## src/logic/virq_pkg.sv

```systemverilog
// Purpose: Shared constants and carrier types of the vectored interrupt controller.
// Assumes: One 100 MHz clock, eight-bit control registers on a 32-bit register bus.
// Notes: Register byte offsets are multiples of four; each register is one word.
package virq_pkg;

  localparam int NUM_SRC = 21;
  localparam int ORDER_W = 5;
  localparam int RESERVED_SLOT = 19;

  localparam logic [15:0] VEC_RESET = 16'h0000;
  localparam logic [15:0] VEC_BASE = 16'h0003;
  localparam logic [15:0] VEC_LAST = 16'h00A3;
  localparam int VEC_STEP_SHIFT = 3;

  localparam int CLK_PERIOD_NS = 10;
  localparam int DETECT_CYCLES = 1;
  localparam int CALL_CYCLES = 4;
  localparam int MIN_RESPONSE_CYCLES = DETECT_CYCLES + CALL_CYCLES;

  localparam logic [7:0] OFS_TIMER_CTRL = 8'h00;
  localparam logic [7:0] OFS_ENABLE0 = 8'h04;
  localparam logic [7:0] OFS_PRIORITY0 = 8'h08;
  localparam logic [7:0] OFS_ENABLE1 = 8'h0C;
  localparam logic [7:0] OFS_PRIORITY1 = 8'h10;
  localparam logic [7:0] OFS_EXT_ENABLE2 = 8'h14;
  localparam logic [7:0] OFS_EXT_PRIORITY2 = 8'h18;
  localparam logic [7:0] OFS_STATUS = 8'h1C;

  localparam int TC_EXT0_EDGE = 0;
  localparam int TC_EXT0_PEND = 1;
  localparam int TC_EXT1_EDGE = 2;
  localparam int TC_EXT1_PEND = 3;
  localparam int TC_TMR0_OVF = 5;
  localparam int TC_TMR1_OVF = 7;
  localparam int EN0_GLOBAL = 7;

  localparam int ORDER_EXT0 = 0;
  localparam int ORDER_TMR0 = 1;
  localparam int ORDER_EXT1 = 2;
  localparam int ORDER_TMR1 = 3;

  localparam logic [7:0] REG_RESET = 8'h00;
  localparam logic [7:0] TC_STORE_MASK = 8'h05;
  localparam logic [7:0] PRI0_READ_ONES = 8'hC0;
  localparam logic [7:0] PRI0_STORE_MASK = 8'h3F;
  localparam logic [7:0] EXT2_STORE_MASK = 8'h5F;
  localparam logic [20:0] SRC_VALID_MASK = 21'h17FFFF;

  localparam logic [1:0] RESP_OKAY = 2'h0;
  localparam logic [1:0] RESP_SLVERR = 2'h2;

  typedef struct packed {
    logic instrEnd;
    logic isReti;
    logic cacheMiss;
  } virq_cpu_t;

  typedef struct packed {
    logic callBusy;
    logic callStrobe;
    logic [15:0] vector;
    logic level;
  } virq_call_t;

  typedef enum logic [0:0] {
    ST_IDLE,
    ST_CALL
  } virq_state_t;

endpackage
```

## src/logic/virq_arbiter.sv

```systemverilog
// Purpose: Fixed-order two-level pick among requesting interrupt sources.
// Assumes: Request vectors are already gated by enables and by the in-service level.
// Notes: Purely combinational; the caller registers the choice.
`timescale 1ns/1ns
module virq_arbiter #(
  parameter int NUM_SRC = virq_pkg::NUM_SRC,
  parameter int ORDER_W = virq_pkg::ORDER_W
) (
  input wire logic [NUM_SRC-1:0] reqHigh,
  input wire logic [NUM_SRC-1:0] reqLow,
  output logic pickValid,
  output logic pickLevel,
  output logic [ORDER_W-1:0] pickOrder
);

  if (NUM_SRC > (1 << ORDER_W)) begin : gBadWidth
    $error("virq_arbiter: ORDER_W too narrow for NUM_SRC");
  end

  function automatic logic [ORDER_W-1:0] lowestSet(input logic [NUM_SRC-1:0] vec);
    logic [ORDER_W-1:0] found;
    found = '0;
    for (int i = NUM_SRC - 1; i >= 0; i--) begin
      if (vec[i]) begin
        found = ORDER_W'(i);
      end
    end
    return found;
  endfunction

  wire logic anyHigh = |reqHigh;
  wire logic anyLow = |reqLow;
  wire logic [ORDER_W-1:0] highOrder = lowestSet(reqHigh);
  wire logic [ORDER_W-1:0] lowOrder = lowestSet(reqLow);

  assign pickValid = anyHigh | anyLow;
  assign pickLevel = anyHigh;
  assign pickOrder = anyHigh ? highOrder : lowOrder;

endmodule

```

## src/logic/virq_axil_slave.sv

```systemverilog
// Purpose: AXI4-Lite slave front end that turns bus beats into single-cycle register requests.
// Assumes: The register file answers a request combinationally in the same cycle.
// Notes: Address and data of a write are taken in either order; one write and one read at a time.
`timescale 1ns/1ns
module virq_axil_slave #(
  parameter int ADDR_W = 8
) (
  input wire logic ref_clk,
  input wire logic rst_b,
  input wire logic s_axi_awvalid,
  output logic s_axi_awready,
  input wire logic [ADDR_W-1:0] s_axi_awaddr,
  input wire logic s_axi_wvalid,
  output logic s_axi_wready,
  input wire logic [31:0] s_axi_wdata,
  input wire logic [3:0] s_axi_wstrb,
  output logic s_axi_bvalid,
  input wire logic s_axi_bready,
  output logic [1:0] s_axi_bresp,
  input wire logic s_axi_arvalid,
  output logic s_axi_arready,
  input wire logic [ADDR_W-1:0] s_axi_araddr,
  output logic s_axi_rvalid,
  input wire logic s_axi_rready,
  output logic [31:0] s_axi_rdata,
  output logic [1:0] s_axi_rresp,
  output logic wrReq,
  output logic [ADDR_W-1:0] wrAddr,
  output logic [31:0] wrData,
  output logic [3:0] wrStrb,
  input wire logic wrOk,
  output logic rdReq,
  output logic [ADDR_W-1:0] rdAddr,
  input wire logic [31:0] rdData,
  input wire logic rdOk
);

  logic awHeld;
  logic wHeld;

  assign s_axi_awready = ~awHeld;
  assign s_axi_wready = ~wHeld;
  assign s_axi_arready = ~s_axi_rvalid;
  assign wrReq = awHeld & wHeld & ~s_axi_bvalid;
  assign rdReq = s_axi_arvalid & s_axi_arready;
  assign rdAddr = s_axi_araddr;

  always_ff @(posedge ref_clk or negedge rst_b) begin
    if (!rst_b) begin
      awHeld <= 1'b0;
      wHeld <= 1'b0;
      wrAddr <= '0;
      wrData <= 32'h00000000;
      wrStrb <= 4'h0;
      s_axi_bvalid <= 1'b0;
      s_axi_bresp <= virq_pkg::RESP_OKAY;
    end else begin
      if (s_axi_awvalid && !awHeld) begin
        awHeld <= 1'b1;
        wrAddr <= s_axi_awaddr;
      end
      if (s_axi_wvalid && !wHeld) begin
        wHeld <= 1'b1;
        wrData <= s_axi_wdata;
        wrStrb <= s_axi_wstrb;
      end
      if (wrReq) begin
        s_axi_bvalid <= 1'b1;
        s_axi_bresp <= wrOk ? virq_pkg::RESP_OKAY : virq_pkg::RESP_SLVERR;
      end else if (s_axi_bvalid && s_axi_bready) begin
        s_axi_bvalid <= 1'b0;
        awHeld <= 1'b0;
        wHeld <= 1'b0;
      end
    end
  end

  always_ff @(posedge ref_clk or negedge rst_b) begin
    if (!rst_b) begin
      s_axi_rvalid <= 1'b0;
      s_axi_rdata <= 32'h00000000;
      s_axi_rresp <= virq_pkg::RESP_OKAY;
    end else if (rdReq) begin
      s_axi_rvalid <= 1'b1;
      s_axi_rdata <= rdData;
      s_axi_rresp <= rdOk ? virq_pkg::RESP_OKAY : virq_pkg::RESP_SLVERR;
    end else if (s_axi_rready) begin
      s_axi_rvalid <= 1'b0;
    end
  end

endmodule

```

## src/logic/virq_ctrl.sv

```systemverilog
// Purpose: Vectored two-level interrupt controller between peripherals and the CPU sequencer.
// Assumes: Pins and peripheral flags are synchronous to ref_clk; the sequencer reports
//   instruction boundaries and returns, and performs the call while callBusy is high.
// Notes: Registers are eight bits wide in the low byte of each bus word.
// Notes on behaviour
// - Both external lines are active low; a per-line bit picks edge or level detection.
// - Pending flags of both external lines sit at fixed bits of timer control register.
// - In edge mode the external pending flag clears when the CPU vectors there.
// - In level mode the external pending flag mirrors the line and never latches.
// - Reset vector is zero; source n calls 0x0003 plus eight times n.
// - Only external 0/1 and timer 0/1 overflow flags clear on vectoring.
// - Comparator falling and rising events share one slot: flags A and B are ORed.
// - Orders 14 and up use the second extended enable and priority registers.
// - High requests may preempt low routines; high routines are never preempted.
// - Every priority bit resets to the low level.
// - Simultaneous requests: a high-level request wins over a low-level one.
// - Among equal levels the lowest order number wins.
// - Requests are sampled and priority decoded every clock cycle.
// - Fastest response is five clocks: one to detect, four to complete the call.
// - A request pending at a return waits exactly one further instruction.
// - Requests at or below the running level wait until its return and one instruction.
// - A cache miss during the call fetch lengthens the response.
// - The global enable must be set for any source enable to take effect.
// - Flags set whatever the enables; a flag left set re-enters after one instruction.
`timescale 1ns/1ns
module virq_ctrl #(
  parameter int NUM_SRC = virq_pkg::NUM_SRC,
  parameter int ADDR_W = 8,
  parameter int CALL_CYCLES = virq_pkg::CALL_CYCLES
) (
  input wire logic ref_clk,
  input wire logic rst_b,
  input wire logic s_axi_awvalid,
  output logic s_axi_awready,
  input wire logic [ADDR_W-1:0] s_axi_awaddr,
  input wire logic s_axi_wvalid,
  output logic s_axi_wready,
  input wire logic [31:0] s_axi_wdata,
  input wire logic [3:0] s_axi_wstrb,
  output logic s_axi_bvalid,
  input wire logic s_axi_bready,
  output logic [1:0] s_axi_bresp,
  input wire logic s_axi_arvalid,
  output logic s_axi_arready,
  input wire logic [ADDR_W-1:0] s_axi_araddr,
  output logic s_axi_rvalid,
  input wire logic s_axi_rready,
  output logic [31:0] s_axi_rdata,
  output logic [1:0] s_axi_rresp,
  input wire logic extIrqLine0_b,
  input wire logic extIrqLine1_b,
  input wire logic [1:0] timerOvfSet,
  input wire logic [NUM_SRC-1:0] periphFlagA,
  input wire logic [NUM_SRC-1:0] periphFlagB,
  input wire virq_pkg::virq_cpu_t cpu,
  output virq_pkg::virq_call_t call
);

  if (NUM_SRC != virq_pkg::NUM_SRC) begin : gBadSrc
    $error("virq_ctrl: the source map is fixed at 21 slots");
  end
  if (CALL_CYCLES < 1 || CALL_CYCLES > 15) begin : gBadCall
    $error("virq_ctrl: CALL_CYCLES must lie in 1..15");
  end
  if (ADDR_W < 8) begin : gBadAddr
    $error("virq_ctrl: ADDR_W too narrow for the register map");
  end

  localparam int OW = virq_pkg::ORDER_W;

  // Register file.
  logic [7:0] timerCtrlReg;
  logic [7:0] enableReg0;
  logic [7:0] priorityReg0;
  logic [7:0] enableReg1;
  logic [7:0] priorityReg1;
  logic [7:0] extEnableReg2;
  logic [7:0] extPriorityReg2;

  // Bus request side.
  logic wrReq;
  logic [ADDR_W-1:0] wrAddr;
  logic [31:0] wrData;
  logic [3:0] wrStrb;
  logic rdReq;
  logic [ADDR_W-1:0] rdAddr;

  // Sequencing state.
  virq_pkg::virq_state_t state;
  logic [3:0] callCount;
  logic [OW-1:0] takenOrder;
  logic takenLevel;
  logic lowActive;
  logic highActive;
  logic prevLine0_b;
  logic prevLine1_b;

  function automatic logic [3:0] decodeReg(input logic [ADDR_W-1:0] addr);
    logic [3:0] sel;
    sel = 4'hF;
    if (addr[1:0] == 2'h0) begin
      unique case (addr[7:0])
        virq_pkg::OFS_TIMER_CTRL: sel = 4'h0;
        virq_pkg::OFS_ENABLE0: sel = 4'h1;
        virq_pkg::OFS_PRIORITY0: sel = 4'h2;
        virq_pkg::OFS_ENABLE1: sel = 4'h3;
        virq_pkg::OFS_PRIORITY1: sel = 4'h4;
        virq_pkg::OFS_EXT_ENABLE2: sel = 4'h5;
        virq_pkg::OFS_EXT_PRIORITY2: sel = 4'h6;
        virq_pkg::OFS_STATUS: sel = 4'h7;
        default: sel = 4'hF;
      endcase
    end
    if (ADDR_W > 8 && (addr >> 8) != '0) begin
      sel = 4'hF;
    end
    return sel;
  endfunction
  wire logic [3:0] wrSel = decodeReg(wrAddr);
  wire logic [3:0] rdSel = decodeReg(rdAddr);
  wire logic wrOk = (wrSel != 4'hF);
  wire logic rdOk = (rdSel != 4'hF);
  logic [31:0] rdData;

  virq_axil_slave #(
    .ADDR_W(ADDR_W)
  ) uBus (
    .ref_clk(ref_clk),
    .rst_b(rst_b),
    .s_axi_awvalid(s_axi_awvalid),
    .s_axi_awready(s_axi_awready),
    .s_axi_awaddr(s_axi_awaddr),
    .s_axi_wvalid(s_axi_wvalid),
    .s_axi_wready(s_axi_wready),
    .s_axi_wdata(s_axi_wdata),
    .s_axi_wstrb(s_axi_wstrb),
    .s_axi_bvalid(s_axi_bvalid),
    .s_axi_bready(s_axi_bready),
    .s_axi_bresp(s_axi_bresp),
    .s_axi_arvalid(s_axi_arvalid),
    .s_axi_arready(s_axi_arready),
    .s_axi_araddr(s_axi_araddr),
    .s_axi_rvalid(s_axi_rvalid),
    .s_axi_rready(s_axi_rready),
    .s_axi_rdata(s_axi_rdata),
    .s_axi_rresp(s_axi_rresp),
    .wrReq(wrReq),
    .wrAddr(wrAddr),
    .wrData(wrData),
    .wrStrb(wrStrb),
    .wrOk(wrOk),
    .rdReq(rdReq),
    .rdAddr(rdAddr),
    .rdData(rdData),
    .rdOk(rdOk)
  );

  // Write decode: only the low byte lane carries register bits.
  wire logic wrLane = wrReq & wrStrb[0];
  wire logic [7:0] wrByte = wrData[7:0];
  wire logic wrTimerCtrl = wrLane & (wrSel == 4'h0);

  // Edge detection on the active-low lines.
  wire logic edge0Mode = timerCtrlReg[virq_pkg::TC_EXT0_EDGE];
  wire logic edge1Mode = timerCtrlReg[virq_pkg::TC_EXT1_EDGE];
  wire logic fall0 = prevLine0_b & ~extIrqLine0_b;
  wire logic fall1 = prevLine1_b & ~extIrqLine1_b;

  // Vectoring moment and which hardware-cleared flag it retires.
  wire logic vectorNow = (state == virq_pkg::ST_CALL) && (callCount == 4'h0) && !cpu.cacheMiss;
  wire logic clrExt0 = vectorNow && (takenOrder == OW'(virq_pkg::ORDER_EXT0));
  wire logic clrTmr0 = vectorNow && (takenOrder == OW'(virq_pkg::ORDER_TMR0));
  wire logic clrExt1 = vectorNow && (takenOrder == OW'(virq_pkg::ORDER_EXT1));
  wire logic clrTmr1 = vectorNow && (takenOrder == OW'(virq_pkg::ORDER_TMR1));

  // In level mode the pending bit is the line itself, so it is never stored.
  wire logic ext0Pending = edge0Mode ? timerCtrlReg[virq_pkg::TC_EXT0_PEND] : ~extIrqLine0_b;
  wire logic ext1Pending = edge1Mode ? timerCtrlReg[virq_pkg::TC_EXT1_PEND] : ~extIrqLine1_b;

  wire logic [7:0] timerCtrlView = {
    timerCtrlReg[7:4], ext1Pending, timerCtrlReg[2], ext0Pending, timerCtrlReg[0]
  };

  // Hardware set wins over a software or vectoring clear in the same cycle.
  function automatic logic nextFlag(input logic cur, input logic hwSet, input logic hwClr,
                                    input logic swWr, input logic swVal);
    logic val;
    val = cur;
    if (swWr) begin
      val = swVal;
    end
    if (hwClr) begin
      val = 1'b0;
    end
    if (hwSet) begin
      val = 1'b1;
    end
    return val;
  endfunction

  wire logic next_ext0Pend = nextFlag(timerCtrlReg[virq_pkg::TC_EXT0_PEND], fall0 & edge0Mode,
    clrExt0, wrTimerCtrl, wrByte[virq_pkg::TC_EXT0_PEND]);
  wire logic next_ext1Pend = nextFlag(timerCtrlReg[virq_pkg::TC_EXT1_PEND], fall1 & edge1Mode,
    clrExt1, wrTimerCtrl, wrByte[virq_pkg::TC_EXT1_PEND]);
  wire logic next_tmr0Ovf = nextFlag(timerCtrlReg[virq_pkg::TC_TMR0_OVF], timerOvfSet[0],
    clrTmr0, wrTimerCtrl, wrByte[virq_pkg::TC_TMR0_OVF]);
  wire logic next_tmr1Ovf = nextFlag(timerCtrlReg[virq_pkg::TC_TMR1_OVF], timerOvfSet[1],
    clrTmr1, wrTimerCtrl, wrByte[virq_pkg::TC_TMR1_OVF]);

  wire logic [7:0] next_timerCtrl = {
    next_tmr1Ovf, timerCtrlReg[6], next_tmr0Ovf, timerCtrlReg[4], next_ext1Pend,
    (wrTimerCtrl ? wrByte[2] : timerCtrlReg[2]), next_ext0Pend,
    (wrTimerCtrl ? wrByte[0] : timerCtrlReg[0])
  };

  always_ff @(posedge ref_clk or negedge rst_b) begin
    if (!rst_b) begin
      timerCtrlReg <= virq_pkg::REG_RESET;
      prevLine0_b <= 1'b1;
      prevLine1_b <= 1'b1;
    end else begin
      timerCtrlReg <= next_timerCtrl;
      prevLine0_b <= extIrqLine0_b;
      prevLine1_b <= extIrqLine1_b;
    end
  end

  // Enable and priority registers; all priorities reset to the low level.
  always_ff @(posedge ref_clk or negedge rst_b) begin
    if (!rst_b) begin
      enableReg0 <= virq_pkg::REG_RESET;
      priorityReg0 <= virq_pkg::REG_RESET;
      enableReg1 <= virq_pkg::REG_RESET;
      priorityReg1 <= virq_pkg::REG_RESET;
      extEnableReg2 <= virq_pkg::REG_RESET;
      extPriorityReg2 <= virq_pkg::REG_RESET;
    end else if (wrLane) begin
      unique case (wrSel)
        4'h1: enableReg0 <= wrByte;
        4'h2: priorityReg0 <= wrByte & virq_pkg::PRI0_STORE_MASK;
        4'h3: enableReg1 <= wrByte;
        4'h4: priorityReg1 <= wrByte;
        4'h5: extEnableReg2 <= wrByte & virq_pkg::EXT2_STORE_MASK;
        4'h6: extPriorityReg2 <= wrByte & virq_pkg::EXT2_STORE_MASK;
        default: ;
      endcase
    end
  end

  // Per-source request, enable and priority maps in order 0..20.
  wire logic [NUM_SRC-1:0] srcEnable = {
    extEnableReg2[6:0], enableReg1, enableReg0[5:0]
  };
  wire logic [NUM_SRC-1:0] srcPriority = {
    extPriorityReg2[6:0], priorityReg1, priorityReg0[5:0]
  };
  wire logic [NUM_SRC-1:0] localFlags = {
    {(NUM_SRC - 4){1'b0}}, timerCtrlReg[virq_pkg::TC_TMR1_OVF], ext1Pending,
    timerCtrlReg[virq_pkg::TC_TMR0_OVF], ext0Pending
  };
  wire logic [NUM_SRC-1:0] periphMask = virq_pkg::SRC_VALID_MASK & ~NUM_SRC'(21'h00000F);
  wire logic [NUM_SRC-1:0] srcPending = localFlags
    | ((periphFlagA | periphFlagB) & periphMask);
  wire logic globalOn = enableReg0[virq_pkg::EN0_GLOBAL];
  wire logic [NUM_SRC-1:0] srcReq = srcPending & srcEnable & virq_pkg::SRC_VALID_MASK
    & {NUM_SRC{globalOn}};

  // A running high routine blocks all; a running low routine admits only high.
  wire logic [NUM_SRC-1:0] reqHigh = srcReq & srcPriority & {NUM_SRC{~highActive}};
  wire logic [NUM_SRC-1:0] reqLow = srcReq & ~srcPriority
    & {NUM_SRC{~highActive & ~lowActive}};

  logic pickValid;
  logic pickLevel;
  logic [OW-1:0] pickOrder;

  virq_arbiter #(
    .NUM_SRC(NUM_SRC),
    .ORDER_W(OW)
  ) uArb (
    .reqHigh(reqHigh),
    .reqLow(reqLow),
    .pickValid(pickValid),
    .pickLevel(pickLevel),
    .pickOrder(pickOrder)
  );

  // A boundary that ends a return never takes a request, so one more instruction runs first.
  wire logic takeNow = (state == virq_pkg::ST_IDLE) && pickValid
    && cpu.instrEnd && !cpu.isReti;
  wire logic retiNow = cpu.instrEnd && cpu.isReti;
  wire logic [15:0] takenVector = virq_pkg::VEC_BASE
    + (16'(takenOrder) << virq_pkg::VEC_STEP_SHIFT);

  always_ff @(posedge ref_clk or negedge rst_b) begin
    if (!rst_b) begin
      state <= virq_pkg::ST_IDLE;
      callCount <= 4'h0;
      takenOrder <= '0;
      takenLevel <= 1'b0;
    end else begin
      unique case (state)
        virq_pkg::ST_IDLE: begin
          if (takeNow) begin
            state <= virq_pkg::ST_CALL;
            callCount <= 4'(CALL_CYCLES - 1);
            takenOrder <= pickOrder;
            takenLevel <= pickLevel;
          end
        end
        virq_pkg::ST_CALL: begin
          if (cpu.cacheMiss) begin
            callCount <= callCount;
          end else if (callCount == 4'h0) begin
            state <= virq_pkg::ST_IDLE;
          end else begin
            callCount <= callCount - 4'h1;
          end
        end
      endcase
    end
  end

  // In-service levels: set at vectoring, the highest one retired at each return.
  always_ff @(posedge ref_clk or negedge rst_b) begin
    if (!rst_b) begin
      lowActive <= 1'b0;
      highActive <= 1'b0;
    end else begin
      if (vectorNow && takenLevel) begin
        highActive <= 1'b1;
      end else if (retiNow && highActive) begin
        highActive <= 1'b0;
      end
      if (vectorNow && !takenLevel) begin
        lowActive <= 1'b1;
      end else if (retiNow && !highActive) begin
        lowActive <= 1'b0;
      end
    end
  end

  always_ff @(posedge ref_clk or negedge rst_b) begin
    if (!rst_b) begin
      call.callBusy <= 1'b0;
      call.callStrobe <= 1'b0;
      call.vector <= virq_pkg::VEC_RESET;
      call.level <= 1'b0;
    end else begin
      call.callBusy <= takeNow | (call.callBusy & ~vectorNow);
      call.callStrobe <= vectorNow;
      if (vectorNow) begin
        call.vector <= takenVector;
        call.level <= takenLevel;
      end
    end
  end

  // Read side; reserved bits read as fixed constants, except unused enable 0 bit 6, which reads back as written.
  wire logic [7:0] statusView = {highActive, lowActive, call.callBusy, takenOrder};
  logic [7:0] rdByte;
  always_comb begin
    rdByte = 8'h00;
    unique case (rdSel)
      4'h0: rdByte = timerCtrlView;
      4'h1: rdByte = enableReg0;
      4'h2: rdByte = priorityReg0 | virq_pkg::PRI0_READ_ONES;
      4'h3: rdByte = enableReg1;
      4'h4: rdByte = priorityReg1;
      4'h5: rdByte = extEnableReg2;
      4'h6: rdByte = extPriorityReg2;
      4'h7: rdByte = statusView;
      default: rdByte = 8'h00;
    endcase
  end
  assign rdData = {24'h000000, rdByte};

endmodule

```

## config.mk

```make
export PLATFORM = sky130hd
export DESIGN_NAME = virq_ctrl
export DESIGN_NICKNAME = d
export VERILOG_FILES = /design/src/logic/virq_pkg.sv /design/src/logic/virq_arbiter.sv /design/src/logic/virq_axil_slave.sv /design/src/logic/virq_ctrl.sv
export SDC_FILE = /design/constraint.sdc
export NUM_CORES = 1
export LEC_CHECK = 0
export BUFFER_PORTS_ARGS = -buffer_cell sky130_fd_sc_hd__buf_4
export CAP_MARGIN = 10
export CORE_UTILIZATION = 47
export CTS_CLUSTER_DIAMETER = 60
export CTS_CLUSTER_SIZE = 12
export DETAILED_ROUTE_END_ITERATION = 8
export PLACE_DENSITY = 0.78
export SLEW_MARGIN = 20
export SYNTH_ARGS = -nofsm -noshare
export SYNTH_HDL_FRONTEND = slang
export SYNTH_SLANG_ARGS = --single-unit
```

## constraint.sdc

```tcl
create_clock -name ref_clk -period 2.2 [get_ports ref_clk]
set_input_delay 0 -clock ref_clk [delete_from_list [all_inputs] [get_ports ref_clk]]
set_output_delay 0 -clock ref_clk [all_outputs]
set_load 0.05 [all_outputs]
```

# Word level (Yosys, flattened, before mapping)
# Memory sizes are Yosys's and may differ from the RTL's.
# Index checks and enable logic that the tools add are counted.
# Widths: inputs -> output; s select.
[totals] reg_bits=115 romBits=256 output_inout_bits=60 memories=2
[op_classes] addsub=2 n_eq_ne=21 n_mux=86 n_bitwise=32 n_reduce_logical=49
[memory_table] memory="(name not given)" words=32 word_bits=4 rd=1 rd_ports_with_merged_regs=0 write_ports=0 line_no="virq_ctrl.sv:102" text="unique case (addr[7:0])"
[memory_table] memory="(name not given)" words=32 word_bits=4 rd=1 rd_ports_with_merged_regs=0 write_ports=0 line_no="virq_ctrl.sv:102"
[ops] operator="$mux 5" n=43
[ops] operator="$and 21x21->21" n=6
[ops] operator="$pmux 8 s8" n=1
[ops] operator="$reduce_or 21->1" n=2
[ops] operator="$mux 1" n=31
[ops] operator="$eq 4x3->1 const B" n=7
[ops] operator="$mux 4" n=7
[ops] operator="$not 21->21" n=1
[ops] operator="$or 21x21->21" n=1
[ops] operator="$or 4x21->21" n=1
[ops] operator="$logic_and 1x1->1" n=17
[ops] operator="$eq 4x2->1 const B" n=4
[ops] operator="$reduce_and 2->1" n=7
[ops] operator="$logic_not 4->1" n=3
[ops] operator="$reduce_bool 3->1" n=4
[ops] operator="$and 1x1->1" n=11
[ops] operator="$eq 5x2->1 const B" n=2
[ops] operator="$not 1->1" n=10
[ops] operator="$add 2x8->9 const A" n=1
[ops] operator="$eq 4x1->1 const B" n=2
[ops] operator="$ne 4x4->1 const B" n=2
[ops] operator="$pmux 4 s2" n=1
[ops] operator="$reduce_bool 2->1" n=4
[ops] operator="$logic_not 1->1" n=6
[ops] operator="10 further kinds" n=16

# Depth between registers and ports, before layout
# Gate-level depths: netlist of the first run.
[logic_depth] ltp_word=29 depth_mapped=10

# Cells and area by module
# Synthesis of the first run repeated with hierarchy kept, for this count alone.
[unflattened] hier_cells=673 hier_area_um2=7901.3
[modules_own_cells] mod="virq_ctrl" instances=1 cells_each=389 area_each_um2=3942.5
[modules_own_cells] mod="virq_axil_slave" instances=1 cells_each=197 area_each_um2=3427.0
[modules_own_cells] mod="virq_arbiter" instances=1 cells_each=87 area_each_um2=531.8

# Worst setup path after synthesis of the first run
# Ideal clock, no wire load.
[synth_path] path_kind="flip-flop to flip-flop" startpoint="register uBus.s_axi_bvalid" endpoint="register timerCtrlReg[7]" setup_time_ps=118 t_arrival_ps=2139 required_time_ps=2082 setup_slack_ps=-57 path_stages_with_launch=8 n_path_buf=1 path_cell_list="dfrtp_1 nor2_1 nand2_1 nor2_1 or4b_1 clkbuf_1 mux2_2 a21o_1"
[synth_via] elab_chain_cells=5
[synth_rtl] element="start: declaration" line_no="virq_axil_slave.sv:17" text="output logic s_axi_bvalid,"
[synth_rtl] element="start signal: assignment" line_no="virq_axil_slave.sv:55" text="s_axi_bvalid <= 1'b0;"
[synth_rtl] element="start signal: assignment" line_no="virq_axil_slave.sv:68" text="s_axi_bvalid <= 1'b1;"
[synth_rtl] element="start signal: assignment" line_no="virq_axil_slave.sv:71" text="s_axi_bvalid <= 1'b0;"
[synth_rtl] element="$not 1->1" line_no="virq_axil_slave.sv:44" text="assign wrReq = awHeld & wHeld & ~s_axi_bvalid;"
[synth_rtl] element="$and 1x1->1" line_no="virq_axil_slave.sv:44"
[synth_rtl] element="$and 1x1->1" line_no="virq_ctrl.sv:159" text="wire logic wrLane = wrReq & wrStrb[0];"
[synth_rtl] element="$and 1x1->1" line_no="virq_ctrl.sv:161" text="wire logic wrTimerCtrl = wrLane & (wrSel == 4'h0);"
[synth_rtl] element="$reduce_bool 3->1 (no line)"
[synth_rtl] element="end signal: assignment" line_no="virq_ctrl.sv:218" text="timerCtrlReg <= virq_pkg::REG_RESET;"
[synth_rtl] element="end signal: assignment" line_no="virq_ctrl.sv:222" text="timerCtrlReg <= next_timerCtrl;"
[synth_rtl] element="end: declaration" line_no="virq_ctrl.sv:72" text="logic [7:0] timerCtrlReg;"
# No other way between the ends.
# A chain may end at the register's enable or synchronous reset.

# Final worst setup path of the first run
[layout_path] startpoint="register timerCtrlReg[2]" endpoint="register takenOrder[1]"
[layout_via] elab_chain_cells=12
[layout_rtl] element="$mux 1 *" line_no="virq_ctrl.sv:178" text="wire logic ext1Pending = edge1Mode ? timerCtrlReg[virq_pkg::TC_EXT1_PEND] : ~extIrqLine1_b;"
[layout_rtl] element="$or 4x21->21 *" line_no="virq_ctrl.sv:263" text="| ((periphFlagA | periphFlagB) & periphMask);"
[layout_rtl] element="$and 21x21->21 *" line_no="virq_ctrl.sv:265" text="wire logic [NUM_SRC-1:0] srcReq = srcPending & srcEnable & virq_pkg::SRC_VALID_MASK"
[layout_rtl] element="$and 21x21->21 *" line_no="virq_ctrl.sv:266" text="& {NUM_SRC{globalOn}};"
[layout_rtl] element="$and 21x21->21 (on tied branches)" line_no="virq_ctrl.sv:269, virq_ctrl.sv:270"
[layout_rtl] element="$and 21x21->21 (on tied branches)" line_no="virq_ctrl.sv:269, virq_ctrl.sv:271"
[layout_rtl] element="$reduce_or 21->1 (on tied branches)" line_no="virq_arbiter.sv:31, virq_arbiter.sv:32"
[layout_rtl] element="$or 1x1->1" line_no="virq_arbiter.sv:36" text="assign pickValid = anyHigh | anyLow;"
[layout_rtl] element="$logic_and 1x1->1" line_no="virq_ctrl.sv:289" text="wire logic takeNow = (state == virq_pkg::ST_IDLE) && pickValid"
[layout_rtl] element="$logic_and 1x1->1 (2 in a row)" line_no="virq_ctrl.sv:290" text="&& cpu.instrEnd && !cpu.isReti;"
[layout_rtl] element="$reduce_and 2->1 (no line)"
[layout_rtl] element="end signal: assignment" line_no="virq_ctrl.sv:307" text="takenOrder <= pickOrder;"
[layout_rtl] element="end: declaration" line_no="virq_ctrl.sv:91" text="logic [OW-1:0] takenOrder;"
# Mark *: on every way between the ends. The rest lies on a longest branch, timed or not.

==> results.txt, run 1 <==
Final setup margin -> -0.0553 ns
Slew @ Worst Pin -> 0.762 ns
Synth Area in Compound Gates -> 13.8%
Reg clk slew, reported paths -> 0.07 ns
Synth Warn # -> 0
Pre-CTS setup slack -> -0.230 ns
Mapped Cells -> 575
Share of synthesized registers carrying an async set or reset -> 100%
Cts bufs inserted -> 9
Routed Antenna Nets -> 0
P_int -> 0.00407 W
Gpl congestion -> 0.982
Top_reg_cell synth -> dfrtp_1
RSZ-0062 raised after global routing -> yes
Core Footprint -> 0.0120 sq mm
Max Cap Viol -> 0
Sequential share of power -> 43.4%
Commonest cells after routing, fill and taps aside -> buf_4, dfrtp_1, nand2_1
Row count -> 40
Setup Skew -> 0.00881 ns
Clock share of power -> 26.1%
Min cycle time layout -> 2.26 ns
Hold crit path type -> in2reg
Vias in the first global route -> 5403
I/O pin total -> 168
Adder-cell share of the synthesized area -> 0.216%
Most common cell after layout, fill and taps aside -> buf_4
Most used cell, CP -> nor2b_2
WHS Path Cells -> 4
Delay-heaviest family, CP -> compound AO/OA/AOI/OAI gates
Slew Viols, Final -> 0
DRT iter0 DRCs -> 414
XOR/XNOR share of the synthesized area -> 0.303%
Leak -> 3.79 nW
Synth Register Bits -> 103
Mux contribution to synthesized area -> 16.8%
# setup viols final -> 5
Simple-Gate Fraction of Synth Area -> 16.8%
Layout Nets -> 895
CP Cell Sequence -> nor2b_2 -> o32ai_1 -> o31ai_2 -> nand4_1 -> o31ai_4 -> buf_6 -> nor2b_2 -> a31oi_1
Die H -> 113 microns
Post-synth EDFFs -> 0
Arr. time, crit path -> 2.53 ns
Max-slew headroom -> 49.1%
Port-buffer cells -> 95
CTS tree -> yes
Vias -> 5340
WHS -> 0.115 ns
Total gr overflow -> 0
Pwr dens -> 796 mW/mm^2
Internal reg-to-reg setup slack -> -0.06 ns
Count of cell types in the netlist -> 65
Syn Area/Cell -> 10.1 sq um
FF-to-FF path depth -> 8
Max Freq -> 0.443 GHz
Failing checks -> negative setup slack
Hold Vio Cnt, Final -> 0
Worst EP required -> 2.47 ns
Crit path depth -> 8
Sequential area share after synthesis -> 44.6%
Remaining DRCs -> 0
CTS Root Cell -> clkbuf_16
CP Capture Type -> flop
Crit Path Max Fanout -> 5
Fraction of layout cells with a size suffix above 1 -> 40.3%
Initial antenna violation count -> 1
Die footprint -> 0.0128 sq mm
Placed cell areas -> 0.00715 sq mm
Initial core utilization -> 48.2%
Routed vias/inst -> 5.69
Worst skew pair latency -> 0.36 ns
Wire per inst -> 20.5 microns
Syn Std Cell Area -> 0.00579 sq mm
Fin area -> 0.00802 sq mm
H-tree depth -> 3
Routed WL -> 19.2 mm
CP Buf/Inv Count -> 1
CP peak stage delay -> 0.69 ns
Startpoint types -> flop
DPL Wire Length -> 14.4 mm
Total track usage -> 31.7%
TritonCTS Sinks -> 103
Syn-to-layout area delta -> 38.6%
Status -> finished, violations left
Largest net degree at the start of global routing -> 52
Die Width -> 113 microns
CTS Buffer Depth -> 2
Detailed Routing Iterations Pass 1 -> 6
Largest family of logic cells by synthesized area -> multiplexers
Tcrit/Tclk final -> 103%
P_sw -> 0.00232 W
Worst VDD drop -> 0.000855 V
Slowest stage cell, crit path -> o32ai_1
Crit path kind -> reg2reg
First-pass GRT wire length -> 29.9 mm
Sw Ratio -> 36.3%
Comb power frac -> 30.6%
cell usage after synthesis, types with 11 or more instances:
library cell  count  area share, %
buf_4            37            4.8
dfrtp_1         101             44
inv_1            22            1.4
mux2_2           64             12
mux2i_1          13            2.2
nand2_1          67            4.3
nor2_1           40            2.6
nor2b_1          13            1.4
nor3_1           20            1.7
o21ai_0          36            3.1
o22ai_1          11            1.2
cells by family (layout without fill, tap and decap cells):
| kind of cell | Yosys count | after routing |
|---|---|---|
| adder cells (fa/ha/maj) | 1 | 1 |
| XOR/XNOR | 2 | 2 |
| buffers and inverters | 75 | 257 |
| flip-flops | 103 | 103 |
| multiplexers | 83 | 83 |
| other | 1 | 36 |
| AND/OR/NAND/NOR | 191 | 191 |
| AO/OA/AOI/OAI | 119 | 119 |
flip-flops by register name (all words and copies together) (netlist names), 4 cells and up:
| name | flops |
|---|---|
| call | 9 |
| extPriorityReg2 | 6 |
| uBus.wrData | 8 |
| enableReg0 | 8 |
| extEnableReg2 | 6 |
| timerCtrlReg | 6 |
| priorityReg1 | 8 |
| takenOrder | 5 |
| uBus.wrAddr | 8 |
| enableReg1 | 8 |
| callCount | 4 |
| uBus.s_axi_rdata | 8 |
| priorityReg0 | 6 |
cell type report:
type / instances / area, sq um
multi-input cells: 431 / 3080
flip-flops and latches: 103 / 2580
repair buffers: 218 / 1770
well taps: 147 / 184
diodes: 1 / 2.50
inverters: 23 / 88.8
fillers: 943 / 4000
clock inverters: 5 / 63.8
clock buffers: 11 / 243
metal layers:
metal | track usage, % | vias to the layer above | wire length, microns
li1 | - | 2443 | -
met1 | 39.7 | 2583 | 7950
met2 | 53.3 | 272 | 9420
met3 | 5.89 | 42 | 1270
met4 | 14.4 | 0 | 609
met5 | 0 | - | 0
worst min-delay path, cell delays in order:
cell     delay, ns
buf_4         0.08
nor2_1        0.03
nand2_1       0.23
o31ai_1       0.10
metrics by stage:
step / power, W / TNS (ns) / instances / util, %
final: 0.00638 / -0.182 / 939 / 66.7
after global routing: 0.00668 / -0.461 / 939 / 66.7
after CTS: 0.00632 / 0 / 934 / 66.0
after detailed placement: 0.00456 / -1.20 / 886 / 59.5
after global placement: 0.00448 / -0.767 / 886 / 59.5
after floorplan: 0.00376 / 0 / 609 / -
path summary, 6_finish.rpt:
check / start / to
max: timerCtrlReg[2] / takenOrder[1]
max reg2reg: timerCtrlReg[2] / takenOrder[1]
min: s_axi_araddr[7] / uBus.s_axi_rdata[6]
min reg2reg: call[4] / call[4]
max in group asynchronous: rst_b / extPriorityReg2[2]
min in group asynchronous: rst_b / uBus.s_axi_rdata[3]
power by group through the flow:
| stage | clock network, W | logic, W | registers, W |
|---|---|---|---|
| 6_report | 0.00166 | 0.00195 | 0.00277 |
| 5_1_grt | 0.00176 | 0.00209 | 0.00283 |
| 4_1_cts | 0.00169 | 0.00189 | 0.00274 |
| 3_5_place_dp | 0 | 0.00179 | 0.00277 |
| 3_3_place_gp | 0 | 0.00174 | 0.00274 |
| 2_1_floorplan | 0 | 0.00101 | 0.00275 |
what timing repair did:
item / 4_1_cts / 5_1_grt
endpoints found under the setup margin: 16 / 16
hold buffers: 29 / 0
hold endpoints to repair: 78 / 0
setup buffers: 2 / 3
gates resized for setup: 26 / 20
cloned: 1 / 1
pin swaps: 5 / 7
(Power assumes the default switching activity.)
==> inputs of run 2 (changes only) <==
==> constraint.sdc (replaced) <==
create_clock -name ref_clk -period 2.03 [get_ports ref_clk]
set_input_delay 0.203 -clock ref_clk [delete_from_list [all_inputs] [get_ports ref_clk]]
set_output_delay 0.203 -clock ref_clk [all_outputs]
set_load 0.05 [all_outputs]
==> run 2 against run 1 <==
Utilization grew 1.6 points. Sequential share of layout area shrank 0.77 points. Power grew 9.9%. The flow still finishes with violations (negative setup slack). Critical path depth grew 1. Clock-buffer cell count shrank 1. Cell count grew 2.1%. Maximum frequency grew 2.0%. Worst setup slack lost 0.12 ns. Register-to-register slack lost 0.12 ns. Highest routed layer unchanged.
==> results.txt, run 2 (same netlist as run 1, synthesis figures left out) <==
Status -> finished, violations left
Failing checks -> negative setup slack
Hold crit path type -> in2reg
DRT iter0 DRCs -> 297 (-28%)
Routed vias/inst -> 5.48 (-3.6%)
Max Cap Viol -> 0 (unchanged)
Wire per inst -> 19.1 microns (-6.7%)
Die Width -> 113 microns (unchanged)
DPL Wire Length -> 14.2 mm (-1.9%)
TritonCTS Sinks -> 103 (unchanged)
Die footprint -> 0.0128 sq mm (unchanged)
Total track usage -> 29.6% (-2.1 points)
Initial core utilization -> 48.2% (unchanged)
Pwr dens -> 854 mW/mm^2 (+7.3%)
Max reg flops -> 9 (unchanged)
P_int -> 0.00449 W (+10%)
Most common cell after layout, fill and taps aside -> buf_4
Total gr overflow -> 0 (unchanged)
Max Freq -> 0.452 GHz (+2.0%)
H-tree depth -> 3 (unchanged)
Sw Ratio -> 36.0% (-0.27 points)
Max-slew headroom -> 58.3% (+9.2 points)
CTS tree -> yes
Largest net degree at the start of global routing -> 46 (-12%)
Min cycle time layout -> 2.21 ns (-0.0452 ns)
Commonest cells after routing, fill and taps aside -> buf_4, dfrtp_1, mux2_2
Arr. time, crit path -> 2.48 ns (-0.05 ns)
Worst EP required -> 2.30 ns (-0.17 ns)
CTS Root Cell -> clkbuf_16
Startpoint types -> flop
Crit path kind -> reg2reg
Row count -> 40 (unchanged)
Reg clk slew, reported paths -> 0.07 ns (about the same)
I/O pin total -> 168 (unchanged)
Final setup margin -> -0.180 ns (-0.125 ns)
Crit Path Max Fanout -> 5 (unchanged)
Sequential share of power -> 42.4% (-1.0 points)
Hold Vio Cnt, Final -> 0 (unchanged)
Die H -> 113 microns (unchanged)
RSZ-0062 raised after global routing -> yes
Cts bufs inserted -> 9 (unchanged)
Port-buffer cells -> 95 (unchanged)
Routed WL -> 18.3 mm (-4.7%)
Routed Antenna Nets -> 0 (unchanged)
Biggest register -> call
Slew Viols, Final -> 0 (unchanged)
Vias -> 5260 (-1.5%)
Worst skew pair latency -> 0.36 ns (about the same)
Initial antenna violation count -> 0 (-1)
Remaining DRCs -> 0 (unchanged)
Leak -> 4.01 nW (+5.9%)
CTS Buffer Depth -> 2 (unchanged)
First-pass GRT wire length -> 28.0 mm (-6.3%)
Post-route setup TNS -> -1.58 ns (-1.40 ns)
Cell Count, Final, Fillers Out -> 959 (+2.1%)
Setup Skew -> 0.0104 ns (+0.00156 ns)
DP Cell Count -> 927 (+4.6%)
P_sw -> 0.00253 W (+9.1%)
Comb power frac -> 31.7% (+1.1 points)
Worst VDD drop -> 0.000731 V (-14%)
Slew @ Worst Pin -> 0.624 ns (-0.138 ns)
CP Capture Type -> flop
Clock share of power -> 26.0% (about the same)
Tcrit/Tclk final -> 109% (+6.4 points)
WHS -> 0.0229 ns (-0.0924 ns)
Gpl congestion -> 0.936 (-4.6%)
Layout Nets -> 916 (+2.3%)
# setup viols final -> 14 (+9)
Vias in the first global route -> 5147 (-4.7%)
Diode count -> 0 (-1)
Fraction of layout cells with a size suffix above 1 -> 47.9% (+7.6 points)
Core Footprint -> 0.0120 sq mm (unchanged)
Syn-to-layout area delta -> 41.9%
Detailed Routing Iterations Pass 1 -> 7 (+1)
## run 2: cell types whose count changed in the layout (fill, tap and decap cells not counted), moves of 4 or more
cell | before | now
nor3_4 | 0 | 7
dlygate4sd3_1 | 29 | 1
buf_4 | 182 | 228
nand2_2 | 1 | 8
nand2_1 | 66 | 59
buf_6 | 2 | 8
nor3_2 | 7 | 3
## run 2: cell type report
class	count	area [sq um]
Fill cell	929	3800
Multi-Input combinational cell	432	3210
Sequential cell	103	2580
Timing Repair Buffer	238	1830
Clock buffer	10	239
Tap cell	147	184
Inverter	23	88.8
Clock inverter	6	73.8
## run 2: repair_timing
item                       4_1_cts  5_1_grt
setup buffers                    9        4
hold endpoints to repair        30        0
setup endpoints to repair       16       23
hold buffers                     1        0
resized for setup               24       42
pin swaps                       13       12
gates cloned                     2        0
## run 2: path summary, 6_finish.rpt
check                           cells past startpoint             endpoint    startpoint  slack [ns]
worst max-delay path                                9        takenOrder[1]    highActive       -0.18
worst min-delay path                                2    uBus.s_axi_rvalid  s_axi_rready        0.02
worst max register to register                      9        takenOrder[1]    highActive       -0.18
worst min register to register                      2              call[7]       call[7]        0.48
max in group asynchronous                           3  uBus.s_axi_rdata[3]         rst_b        0.92
min in group asynchronous                           2        enableReg1[5]         rst_b        0.34
## run 2: worst max-delay path, cell delays in order, from the launching register on
cell,delay [ns]
dfrtp_2,0.45
nand2b_4,0.20
nor3_2,0.25
nor3b_1,0.27
o311ai_1,0.14
buf_4,0.17
a31oi_2,0.23
o21ai_2,0.11
buf_4,0.15
a31oi_1,0.16
## run 2: layer usage
metal  vias up  share of wire, %  GRT usage [%]
met3        32               6.1           5.68
met4         0               2.6           11.1
met2       182                49           49.6
met1      2578                43           38.3
li1       2468                 -              -
met5         -                 0              0
## run 2: through the flow
step                instance area [sq um]  power, W  util (%)  setup slack, ns
floorplan                            6000   0.00411         -           -0.103
global placement                     7510   0.00494      62.5           -0.405
detailed placement                   7510   0.00502      62.5           -0.443
CTS                                  8010   0.00695      66.7           -0.235
global route                         8210   0.00732      68.4           -0.241
finish                               8210   0.00701      68.4           -0.180
## run 2: power by group through the flow
| stage | Combinational (W) | Sequential, W | Clock [W] |
|---|---|---|---|
| 2_1_floorplan | 0.00112 | 0.00299 | 0 |
| 3_3_place_gp | 0.00199 | 0.00295 | 0 |
| 3_5_place_dp | 0.00204 | 0.00298 | 0 |
| 4_1_cts | 0.00214 | 0.00295 | 0.00186 |
| 5_1_grt | 0.00238 | 0.00303 | 0.00191 |
| 6_report | 0.00222 | 0.00297 | 0.00182 |
